### config.mk
export PLATFORM = sky130hd
export DESIGN_NAME = call_and_clear_instruction_exec
export DESIGN_NICKNAME = d
export VERILOG_FILES = /design/src/shared/exec_unit_pkg.sv /design/src/hdl/call_and_clear_instruction_exec.sv
export SDC_FILE = /design/constraint.sdc
export NUM_CORES = 1
export LEC_CHECK = 0
export BUFFER_PORTS_ARGS = -buffer_cell sky130_fd_sc_hd__buf_2
export CORE_MARGIN = 2
export CORE_UTILIZATION = 28
export CTS_BUF_LIST = sky130_fd_sc_hd__clkbuf_4 sky130_fd_sc_hd__clkbuf_8
export DETAILED_ROUTE_END_ITERATION = 6
export PLACE_DENSITY = 0.61
export SLEW_MARGIN = 20
export SYNTH_ARGS = -nofsm -noshare
export SYNTH_HDL_FRONTEND = slang
export SYNTH_SLANG_ARGS = --single-unit
### constraint.sdc
create_clock -name core_clk_in -period 2.1 [get_ports core_clk_in]
set_input_delay 0.21 -clock core_clk_in [delete_from_list [all_inputs] [get_ports core_clk_in]]
set_output_delay 0.21 -clock core_clk_in [all_outputs]
set_load 0.02 [all_outputs]
### src/shared/exec_unit_pkg.sv
`default_nettype none
package exec_unit_pkg;
   // -----------------------------------------------------------------
   // Widths of the datapaths
   // -----------------------------------------------------------------
   localparam int PC_W = 11;
   localparam int DATA_W = 8;
   localparam int ADDR_W = 7;
   localparam int BIT_W = 3;

   // -----------------------------------------------------------------
   // Values after reset and fixed constants
   // -----------------------------------------------------------------
   localparam logic [PC_W-1:0] PC_RESET = 11'h000;
   localparam logic [DATA_W-1:0] DATA_ZERO = 8'h00;
   localparam logic [DATA_W-1:0] BIT_ONE = 8'h01;
   localparam logic [ADDR_W-1:0] ADDR_RESET = 7'h00;
   localparam logic [PC_W-1:0] PC_STEP = 11'h001;
   localparam logic FLAG_RESET = 1'b0;
   // Cycles taken by a subroutine call
   localparam int CALL_CYCLES = 2;

   // -----------------------------------------------------------------
   // Decoded operations handed over by the fetch stage
   // -----------------------------------------------------------------
   typedef enum logic [2:0] {
      OP_OTHER,
      OP_CALL,
      OP_CLR_BYTE,
      OP_CLR_BIT,
      OP_WATCHDOG_CLEAR,
      OP_FIRST_PRECLEAR,
      OP_SECOND_PRECLEAR
   } op_t;

   // Which unpaired pre-clear instruction ran last
   typedef enum logic [1:0] {
      MARK_NONE,
      MARK_FIRST,
      MARK_SECOND
   } preclear_mark_t;
endpackage
`default_nettype wire

### src/hdl/call_and_clear_instruction_exec.sv
`timescale 1ns/1ps
`default_nettype none
module call_and_clear_instruction_exec
   import exec_unit_pkg::*;
(
   input wire logic core_clk_in,
   input wire logic reset_n_in,
   // Decoded instruction from fetch
   input wire logic op_valid_in,
   input wire op_t op_in,
   input wire logic [PC_W-1:0] op_target_in,
   input wire logic [ADDR_W-1:0] op_addr_in,
   input wire logic [BIT_W-1:0] op_bit_in,
   // Current contents of the addressed data memory byte
   input wire logic [DATA_W-1:0] mem_rdata_in,
   // Flag set events from watchdog and halt logic
   input wire logic timeout_set_in,
   input wire logic power_down_set_in,
   // Program counter and return stack
   output logic [PC_W-1:0] pc_out,
   output logic busy_out,
   output logic stack_push_out,
   output logic [PC_W-1:0] stack_data_out,
   // Data memory write port
   output logic mem_we_out,
   output logic [ADDR_W-1:0] mem_addr_out,
   output logic [DATA_W-1:0] mem_wdata_out,
   // Watchdog control and status flags
   output logic wdt_clear_out,
   output logic timeout_flag_out,
   output logic power_down_flag_out
);

   // -----------------------------------------------------------------
   // Helpers
   // -----------------------------------------------------------------
   function automatic logic [PC_W-1:0] pc_plus_one(input logic [PC_W-1:0] pc);
      pc_plus_one = pc + PC_STEP;
   endfunction

   logic accepted;
   logic [PC_W-1:0] call_target;
   preclear_mark_t marker;
   logic clear_now;

   logic [PC_W-1:0] next_pc;
   logic next_busy;
   logic [PC_W-1:0] next_call_target;
   logic next_stack_push;
   logic [PC_W-1:0] next_stack_data;
   logic next_mem_we;
   logic [ADDR_W-1:0] next_mem_addr;
   logic [DATA_W-1:0] next_mem_wdata;
   preclear_mark_t next_marker;
   logic next_wdt_clear;
   logic next_timeout;
   logic next_power_down;

   // New instructions are held off while a call finishes
   assign accepted = op_valid_in && !busy_out;

   // -----------------------------------------------------------------
   // Program counter and call sequencing
   // -----------------------------------------------------------------
   // Call pushes in its first cycle and jumps in its second
   always_comb begin
      next_pc = pc_out;
      next_busy = 1'b0;
      next_call_target = call_target;
      next_stack_push = 1'b0;
      next_stack_data = stack_data_out;
      if (busy_out) begin
         next_pc = call_target;
      end else if (accepted) begin
         if (op_in == OP_CALL) begin
            next_stack_push = 1'b1;
            next_stack_data = pc_plus_one(pc_out);
            next_call_target = op_target_in;
            next_busy = 1'b1;
         end else begin
            next_pc = pc_plus_one(pc_out);
         end
      end
   end

   always_ff @(posedge core_clk_in) begin
      if (!reset_n_in) begin
         pc_out <= PC_RESET;
         busy_out <= 1'b0;
         call_target <= PC_RESET;
         stack_push_out <= 1'b0;
         stack_data_out <= PC_RESET;
      end else begin
         pc_out <= next_pc;
         busy_out <= next_busy;
         call_target <= next_call_target;
         stack_push_out <= next_stack_push;
         stack_data_out <= next_stack_data;
      end
   end

   // -----------------------------------------------------------------
   // Data memory clears
   // -----------------------------------------------------------------
   // Bit clear is read-modify-write on the byte already presented
   always_comb begin
      next_mem_we = 1'b0;
      next_mem_addr = mem_addr_out;
      next_mem_wdata = mem_wdata_out;
      if (accepted && op_in == OP_CLR_BYTE) begin
         next_mem_we = 1'b1;
         next_mem_addr = op_addr_in;
         next_mem_wdata = DATA_ZERO;
      end else if (accepted && op_in == OP_CLR_BIT) begin
         next_mem_we = 1'b1;
         next_mem_addr = op_addr_in;
         next_mem_wdata = mem_rdata_in & ~(BIT_ONE << op_bit_in);
      end
   end

   always_ff @(posedge core_clk_in) begin
      if (!reset_n_in) begin
         mem_we_out <= 1'b0;
         mem_addr_out <= ADDR_RESET;
         mem_wdata_out <= DATA_ZERO;
      end else begin
         mem_we_out <= next_mem_we;
         mem_addr_out <= next_mem_addr;
         mem_wdata_out <= next_mem_wdata;
      end
   end

   // -----------------------------------------------------------------
   // Watchdog clears and status flags
   // -----------------------------------------------------------------
   // Pair only counts when the opposite pre-clear follows; a
   // completed pair rearms the marker so a fresh pair is needed
   always_comb begin
      clear_now = 1'b0;
      next_marker = marker;
      if (accepted) begin
         case (op_in)
            OP_WATCHDOG_CLEAR: begin
               clear_now = 1'b1;
            end
            OP_FIRST_PRECLEAR: begin
               if (marker == MARK_SECOND) begin
                  clear_now = 1'b1;
                  next_marker = MARK_NONE;
               end else begin
                  next_marker = MARK_FIRST;
               end
            end
            OP_SECOND_PRECLEAR: begin
               if (marker == MARK_FIRST) begin
                  clear_now = 1'b1;
                  next_marker = MARK_NONE;
               end else begin
                  next_marker = MARK_SECOND;
               end
            end
            default: begin
               next_marker = marker;
            end
         endcase
      end
      next_wdt_clear = clear_now;
      // A set event in the clearing cycle wins, so it is not lost
      next_timeout = timeout_set_in ? 1'b1 : (clear_now ? 1'b0 : timeout_flag_out);
      next_power_down = power_down_set_in ? 1'b1 : (clear_now ? 1'b0 : power_down_flag_out);
   end

   always_ff @(posedge core_clk_in) begin
      if (!reset_n_in) begin
         marker <= MARK_NONE;
         wdt_clear_out <= 1'b0;
         timeout_flag_out <= FLAG_RESET;
         power_down_flag_out <= FLAG_RESET;
      end else begin
         marker <= next_marker;
         wdt_clear_out <= next_wdt_clear;
         timeout_flag_out <= next_timeout;
         power_down_flag_out <= next_power_down;
      end
   end

   // -----------------------------------------------------------------
   // Checks
   // -----------------------------------------------------------------
   property p_call_push;
      @(posedge core_clk_in) disable iff (!reset_n_in)
      (accepted && op_in == OP_CALL) |=> stack_push_out && stack_data_out == pc_out + PC_STEP;
   endproperty
   a_call_push: assert property (p_call_push) else $error("call did not push next address");

   property p_call_load;
      @(posedge core_clk_in) disable iff (!reset_n_in)
      (accepted && op_in == OP_CALL) |-> ##2 pc_out == $past(op_target_in, 2) && !stack_push_out;
   endproperty
   a_call_load: assert property (p_call_load) else $error("call did not load its target");

   property p_call_two_cycles;
      @(posedge core_clk_in) disable iff (!reset_n_in)
      (accepted && op_in == OP_CALL) |=> busy_out ##1 !busy_out;
   endproperty
   a_call_two_cycles: assert property (p_call_two_cycles) else $error("call not two cycles");

   property p_byte_clear;
      @(posedge core_clk_in) disable iff (!reset_n_in)
      (accepted && op_in == OP_CLR_BYTE) |=>
         mem_we_out && mem_wdata_out == DATA_ZERO && mem_addr_out == $past(op_addr_in);
   endproperty
   a_byte_clear: assert property (p_byte_clear) else $error("byte clear wrote wrong data");

   property p_bit_clear;
      @(posedge core_clk_in) disable iff (!reset_n_in)
      (accepted && op_in == OP_CLR_BIT) |=>
         mem_we_out && mem_wdata_out == ($past(mem_rdata_in) & ~(BIT_ONE << $past(op_bit_in)));
   endproperty
   a_bit_clear: assert property (p_bit_clear) else $error("bit clear touched wrong bits");

   property p_watchdog_clear;
      @(posedge core_clk_in) disable iff (!reset_n_in)
      (accepted && op_in == OP_WATCHDOG_CLEAR && !timeout_set_in && !power_down_set_in) |=>
         wdt_clear_out && !timeout_flag_out && !power_down_flag_out;
   endproperty
   a_watchdog_clear: assert property (p_watchdog_clear) else $error("watchdog clear failed");

   property p_first_after_second;
      @(posedge core_clk_in) disable iff (!reset_n_in)
      (accepted && op_in == OP_FIRST_PRECLEAR && marker == MARK_SECOND) |=> wdt_clear_out;
   endproperty
   a_first_after_second: assert property (p_first_after_second) else $error("pair did not clear");

   property p_second_after_first;
      @(posedge core_clk_in) disable iff (!reset_n_in)
      (accepted && op_in == OP_SECOND_PRECLEAR && marker == MARK_FIRST) |=> wdt_clear_out;
   endproperty
   a_second_after_first: assert property (p_second_after_first) else $error("pair did not clear");

   property p_first_repeat;
      @(posedge core_clk_in) disable iff (!reset_n_in)
      (accepted && op_in == OP_FIRST_PRECLEAR && marker != MARK_SECOND) |=> !wdt_clear_out;
   endproperty
   a_first_repeat: assert property (p_first_repeat) else $error("lone first pre-clear acted");

   property p_second_repeat;
      @(posedge core_clk_in) disable iff (!reset_n_in)
      (accepted && op_in == OP_SECOND_PRECLEAR && marker != MARK_FIRST) |=> !wdt_clear_out;
   endproperty
   a_second_repeat: assert property (p_second_repeat) else $error("lone second pre-clear acted");

   property p_flags_hold;
      @(posedge core_clk_in) disable iff (!reset_n_in)
      (!clear_now && !timeout_set_in && !power_down_set_in) |=>
         $stable(timeout_flag_out) && $stable(power_down_flag_out) && !wdt_clear_out;
   endproperty
   a_flags_hold: assert property (p_flags_hold) else $error("flags changed without a clear");

   property p_marker_reset;
      @(posedge core_clk_in)
      !reset_n_in |=> marker == MARK_NONE;
   endproperty
   a_marker_reset: assert property (p_marker_reset) else $error("marker not reset");

endmodule
`default_nettype wire

# --- Yosys cells after proc, flatten, opt, wreduce, memory -nomap -nowiden ---
# Index checks and enable logic that the tools add are counted.
op_classes:
  reduce_logical: 14
  addsub: 1
  bitwise: 5
  n_mux: 18
  shift: 1
  eq_ne: 9
ops:
  columns: ["operator", "n"]
  rows:
  - ["11-bit 2-to-1 mux", 3]
  - ["7-bit 2-to-1 mux", 2]
  - ["11-bit by 1-bit adder with 11-bit output (second input constant)", 1]
  - ["1-bit 2-to-1 mux", 10]
  - ["2-bit nonzero test", 5]
  - ["3-bit equality test (second input constant)", 3]
  - ["8-bit bitwise AND", 1]
  - ["8-bit NOT", 1]
  - ["1-bit by 3-bit << shifter with 8-bit output (first input constant)", 1]
  - ["3-bit by 2-bit equality test with 1-bit output (second input constant)", 2]
  - ["2-bit case mux with 2 select lines", 1]
  - ["2-bit AND reduction", 2]
  - ["3-bit by 1-bit equality test with 1-bit output (second input constant)", 1]
  - ["1-bit logical AND", 3]
  - ["1-bit NOT", 3]
  - ["1-bit case mux with 3 select lines", 1]
  - ["3-bit AND reduction", 1]
  - ["3-bit OR reduction", 1]
  - ["2-bit by 1-bit equality test with 1-bit output (second input constant)", 1]
  - ["2-bit equality test (second input constant)", 1]
  - ["2-bit 2-to-1 mux", 1]
  - ["2-bit != test (second input constant)", 1]
  - ["2-bit OR reduction", 1]
  - ["1-bit zero test", 1]
totals:
  wordCells: 59
  output_inout_bits: 43
  ff_bits: 55

# --- Longest topological paths before layout ---
logic_depth:
  depth_word: 6
  ltp_mapped: 7

# --- Least setup slack after synthesis ---
# No wires, ideal clock.
synth_path:
  kind: "reg-to-reg"
  from: "reg pc_out[0]"
  to: "reg pc_out[10]"
  period_less_slack_ps: 1665
  arrival_ps: 1544
  required_ps: 1978
  path_slack_ps: 435
  n_path_buf: 0
  path_stages_with_launch: 6
  cell_sequence: "dfxtp_1 -> ha_1 -> nand2_1 -> nor4_4 -> a21boi_1 -> o311a_1"
synth_via:
  elab_chain_len: 4
synth_lines:
  columns: ["element", "line_no", "rtl"]
  rows:
  - ["from (decl)", "call_and_clear_instruction_exec.sv:20", "output logic [PC_W-1:0] pc_out,"]
  - ["from (signal assigned)", "call_and_clear_instruction_exec.sv:94", "pc_out <= next_pc;"]
  - ["11-bit by 1-bit adder with 11-bit output", "call_and_clear_instruction_exec.sv:38", "pc_plus_one = pc + PC_STEP;"]
  - ["11-bit 2-to-1 mux", "call_and_clear_instruction_exec.sv:75", "if (op_in == OP_CALL) begin"]
  - ["11-bit 2-to-1 mux", "call_and_clear_instruction_exec.sv:74", "end else if (accepted) begin"]
  - ["11-bit 2-to-1 mux", "call_and_clear_instruction_exec.sv:72", "if (busy_out) begin"]
# No other way between the ends. The select of a mux whose other input is x is not followed.
# A chain may end at the register's enable or synchronous reset.

# --- Worst setup path in the final report ---
layout_path:
  from: "reg pc_out[0]"
  to: "reg pc_out[6]"
# Same word-level chain as after synthesis.

==> results.sh <==
export IMPL_holdPathEnd="timeout_flag_out"
export IMPL_wl_per_cell_um=12.7
export IMPL_hold_buffers=0
export IMPL_final_util_pct=34.5
export IMPL_slew_violations=0
export IMPL_grt_remaining_overflow=0
export IMPL_leakagePower_nw=1.22
export IMPL_core_area_um2=8590
export IMPL_synth_ff_type="dfxtp_1"
export IMPL_ys_seq_elements=55
export IMPL_synth_net_count=324
export IMPL_setup_viol=0
export IMPL_routabilityCongestion=0.829
export IMPL_worstPathMaxFanout=6
export IMPL_grt_max_degree=33
export IMPL_clock_fmax_ghz=0.587
export IMPL_worstPathArrival_ns=1.88
export IMPL_synth_edf_count=0
export IMPL_setup_ws_ns=0.397
export IMPL_peakVddDrop_mv=0.214
export IMPL_grt_pass1_wl_um=10100
export IMPL_numCtsBuffers=5
export IMPL_root_buffer="clkbuf_8"
export IMPL_rsz0062_at_grt="no"
export IMPL_fp_dieArea_um2=9470
export IMPL_drt_iter0_drc=90
export IMPL_cts_max_path_buffers=2
export IMPL_syn_inst=286
export IMPL_yosys_top_cells_count="nand2_1 (60), dfxtp_1 (55), a21oi_1 (40)"
export IMPL_grt_pass1_vias=2069
export IMPL_num_nets_final=395
export IMPL_yosys_warnings=0
export IMPL_worstMarginPinSlew_ns=0.580
export IMPL_hpwl_um=4540
export IMPL_fin_crit_ns=1.70
export IMPL_timing_rr_end="pc_out[6]"
export IMPL_wl_um=5920
export IMPL_syn_area_um2=2440
export IMPL_period_share_pct=81.1
export IMPL_drt_pass1_iter_count=4
export IMPL_cts_setup_buffers=0
export IMPL_ys_seq_area_share_pct=45.2
export IMPL_synth_top_area_share_pct=45.2
export IMPL_end_kind="register"
export IMPL_yosysUniqueCellTypes=42
export IMPL_viasPerCell=4.58
export IMPL_fp_row_count=34
export IMPL_rr_startpoint="pc_out[0]"
export IMPL_clkTransAtPathRegs_ns=0.10
export IMPL_diodes=0
export IMPL_fin_skew_ns=0.00989
export IMPL_hold_start="timeout_set_in"
export IMPL_syn_area_per_cell_um2=8.53
export IMPL_grt_total_usage_pct=12.9
export IMPL_ys_top_cells_by_area="dfxtp_1 (45%), nand2_1 (9.2%), a21oi_1 (8.2%)"
export IMPL_cts_sinks=55
export IMPL_tns_ns=0
export IMPL_dp_slack_ns=0.451
export IMPL_cap_violations=0
export IMPL_route_detailed_drc=0
export IMPL_finalNonFillerCells=466
export IMPL_hold_viol=0
export IMPL_clk_latency_ns=0.31
export IMPL_min_path_type="input port to register"
export IMPL_grt_antenna_before_repair=0
export IMPL_die_h_um=97.3
export IMPL_initial_utilization_pct=28.4
export IMPL_io_pins=80
export IMPL_max_slew_margin_pct=61.3
export IMPL_io_buffer_count=79
export IMPL_fillCellCount=923
export IMPL_cp_required_ns=2.28
export IMPL_startpoint_type="register"
export IMPL_route_vias_total=2136
export IMPL_syn_to_final_growth_pct=21.7
export IMPL_cts_tree="yes"
export IMPL_drive_gt1_share_pct=27.7
export IMPL_dp_cells=458
export IMPL_htree_levels=2
export IMPL_synth_most_common_cell="nand2_1"
export IMPL_power_per_cell_area_nw_per_um2=646
export IMPL_status="finished, final reports clean"
export IMPL_r2r_worst_path_cells=5
export IMPL_hold_path_cell_count=3
export IMPL_async_flop_share_pct=0
export IMPL_die_w_um=97.3
export IMPL_crit_type="register to register"
export IMPL_synth_area_leader_cell="dfxtp_1"
export IMPL_final_antenna_net_count=0
export IMPL_r2r_slack_ns=0.40
export IMPL_post_cts_resized=0
==> worst max-delay path, cell delays in order (launching register included) <==
cell and delay, ns:
dfxtp_1 0.45, ha_1 0.25, nand2_1 0.16, nor4b_1 0.45
xnor2_1 0.19, a21oi_1 0.09
==> metal layers <==
metal / track usage (%) / wire length, um
met1: 17.7 / 2920
met2: 20.0 / 2650
met5: 0 / 0
met4: 3.85 / 62
met3: 3.38 / 292
==> area by class of cell <==
| class | count | area [um^2] | share of cell area, % |
|---|---|---|---|
| multi-input combinational | 206 | 1200 | 40.3 |
| sequential | 55 | 1100 | 37.1 |
| timing repair buffer | 83 | 425 | 14.3 |
| tap | 108 | 135 | 4.55 |
| clock buffer | 5 | 68.8 | 2.32 |
| inverter | 6 | 22.5 | 0.759 |
| clock inverter | 3 | 18.8 | 0.632 |
==> flip-flops by register name, summed over array words and instances (netlist names), 2 cells and up <==
register	count
marker	2
pc_out	11
mem_addr_out	7
stack_data_out	11
mem_wdata_out	8
call_target	11
==> through the flow <==
step / hold WS (ns) / total power (W) / instance area [um^2]
CTS: 0.0897 / 0.00195 / 2970
detailed placement: 0.431 / 0.00136 / 2880
floorplan: 0.319 / 0.00127 / 2440
finish: 0.0997 / 0.00192 / 2970
global route: 0.0910 / 0.00203 / 2970
global placement: 0.404 / 0.00136 / 2880
==> where the power goes <==
group          total [W]  switching [W]  internal (W)
clock network   0.000582       0.000346      0.000236
logic           0.000231       0.000139     0.0000914
registers        0.00110      0.0000276       0.00108
==> worst max-delay path by stage <==
stage	from	to	slack (ns)	depth (start not counted)
floorplan	pc_out[0]	pc_out[10]	0.43	5
global placement	stack_push_out	mem_wdata_out[4]	0.48	4
detailed placement	stack_push_out	mem_wdata_out[4]	0.45	4
CTS	pc_out[0]	pc_out[6]	0.40	5
global route	stack_push_out	stack_data_out[7]	0.19	5
finish	pc_out[0]	pc_out[6]	0.40	5
==> logic make-up (layout without fill, tap and decap cells) <==
group                    Yosys count  after routing  synth area share [%]
AO/OA/AOI/OAI                     80             80                  19.4
adder cells (fa/ha/maj)            1              1                 0.513
multiplexers                       1              1                 0.410
flip-flops                        55             55                  45.2
AND/OR/NAND/NOR                  109            109                  23.3
buffers and inverters             25             97                  5.80
XOR/XNOR                          15             15                  5.39
==> layout by cell type, fill, tap and decap left out, drive strengths merged <==
cell type | netlist | layout
o211ai | 1 | 1
nor2 | 11 | 11
a21oi | 40 | 40
a21boi | 4 | 4
o21ai | 16 | 16
o2111ai | 1 | 1
nor3b | 6 | 6
ha | 1 | 1
nand3 | 8 | 8
nor4b | 2 | 2
nor4 | 1 | 1
nand2 | 61 | 61
and3b | 2 | 2
nand4 | 1 | 1
o311a | 3 | 3
a31oi | 1 | 1
buf | 11 | 83
clkbuf | 8 | 5
and4bb | 1 | 1
a211oi | 6 | 6
xnor2 | 12 | 12
or3b | 1 | 1
inv | 6 | 7
nand3b | 2 | 2
xor2 | 3 | 3
mux2i | 1 | 1
and2 | 3 | 3
dfxtp | 55 | 55
clkinv | 0 | 2
and3 | 2 | 2
nor3 | 4 | 4
nand2b | 4 | 4
o31a | 1 | 1
o21a | 3 | 3
o311ai | 4 | 4
No activity file was read; power rests on OpenSTA's default activity.
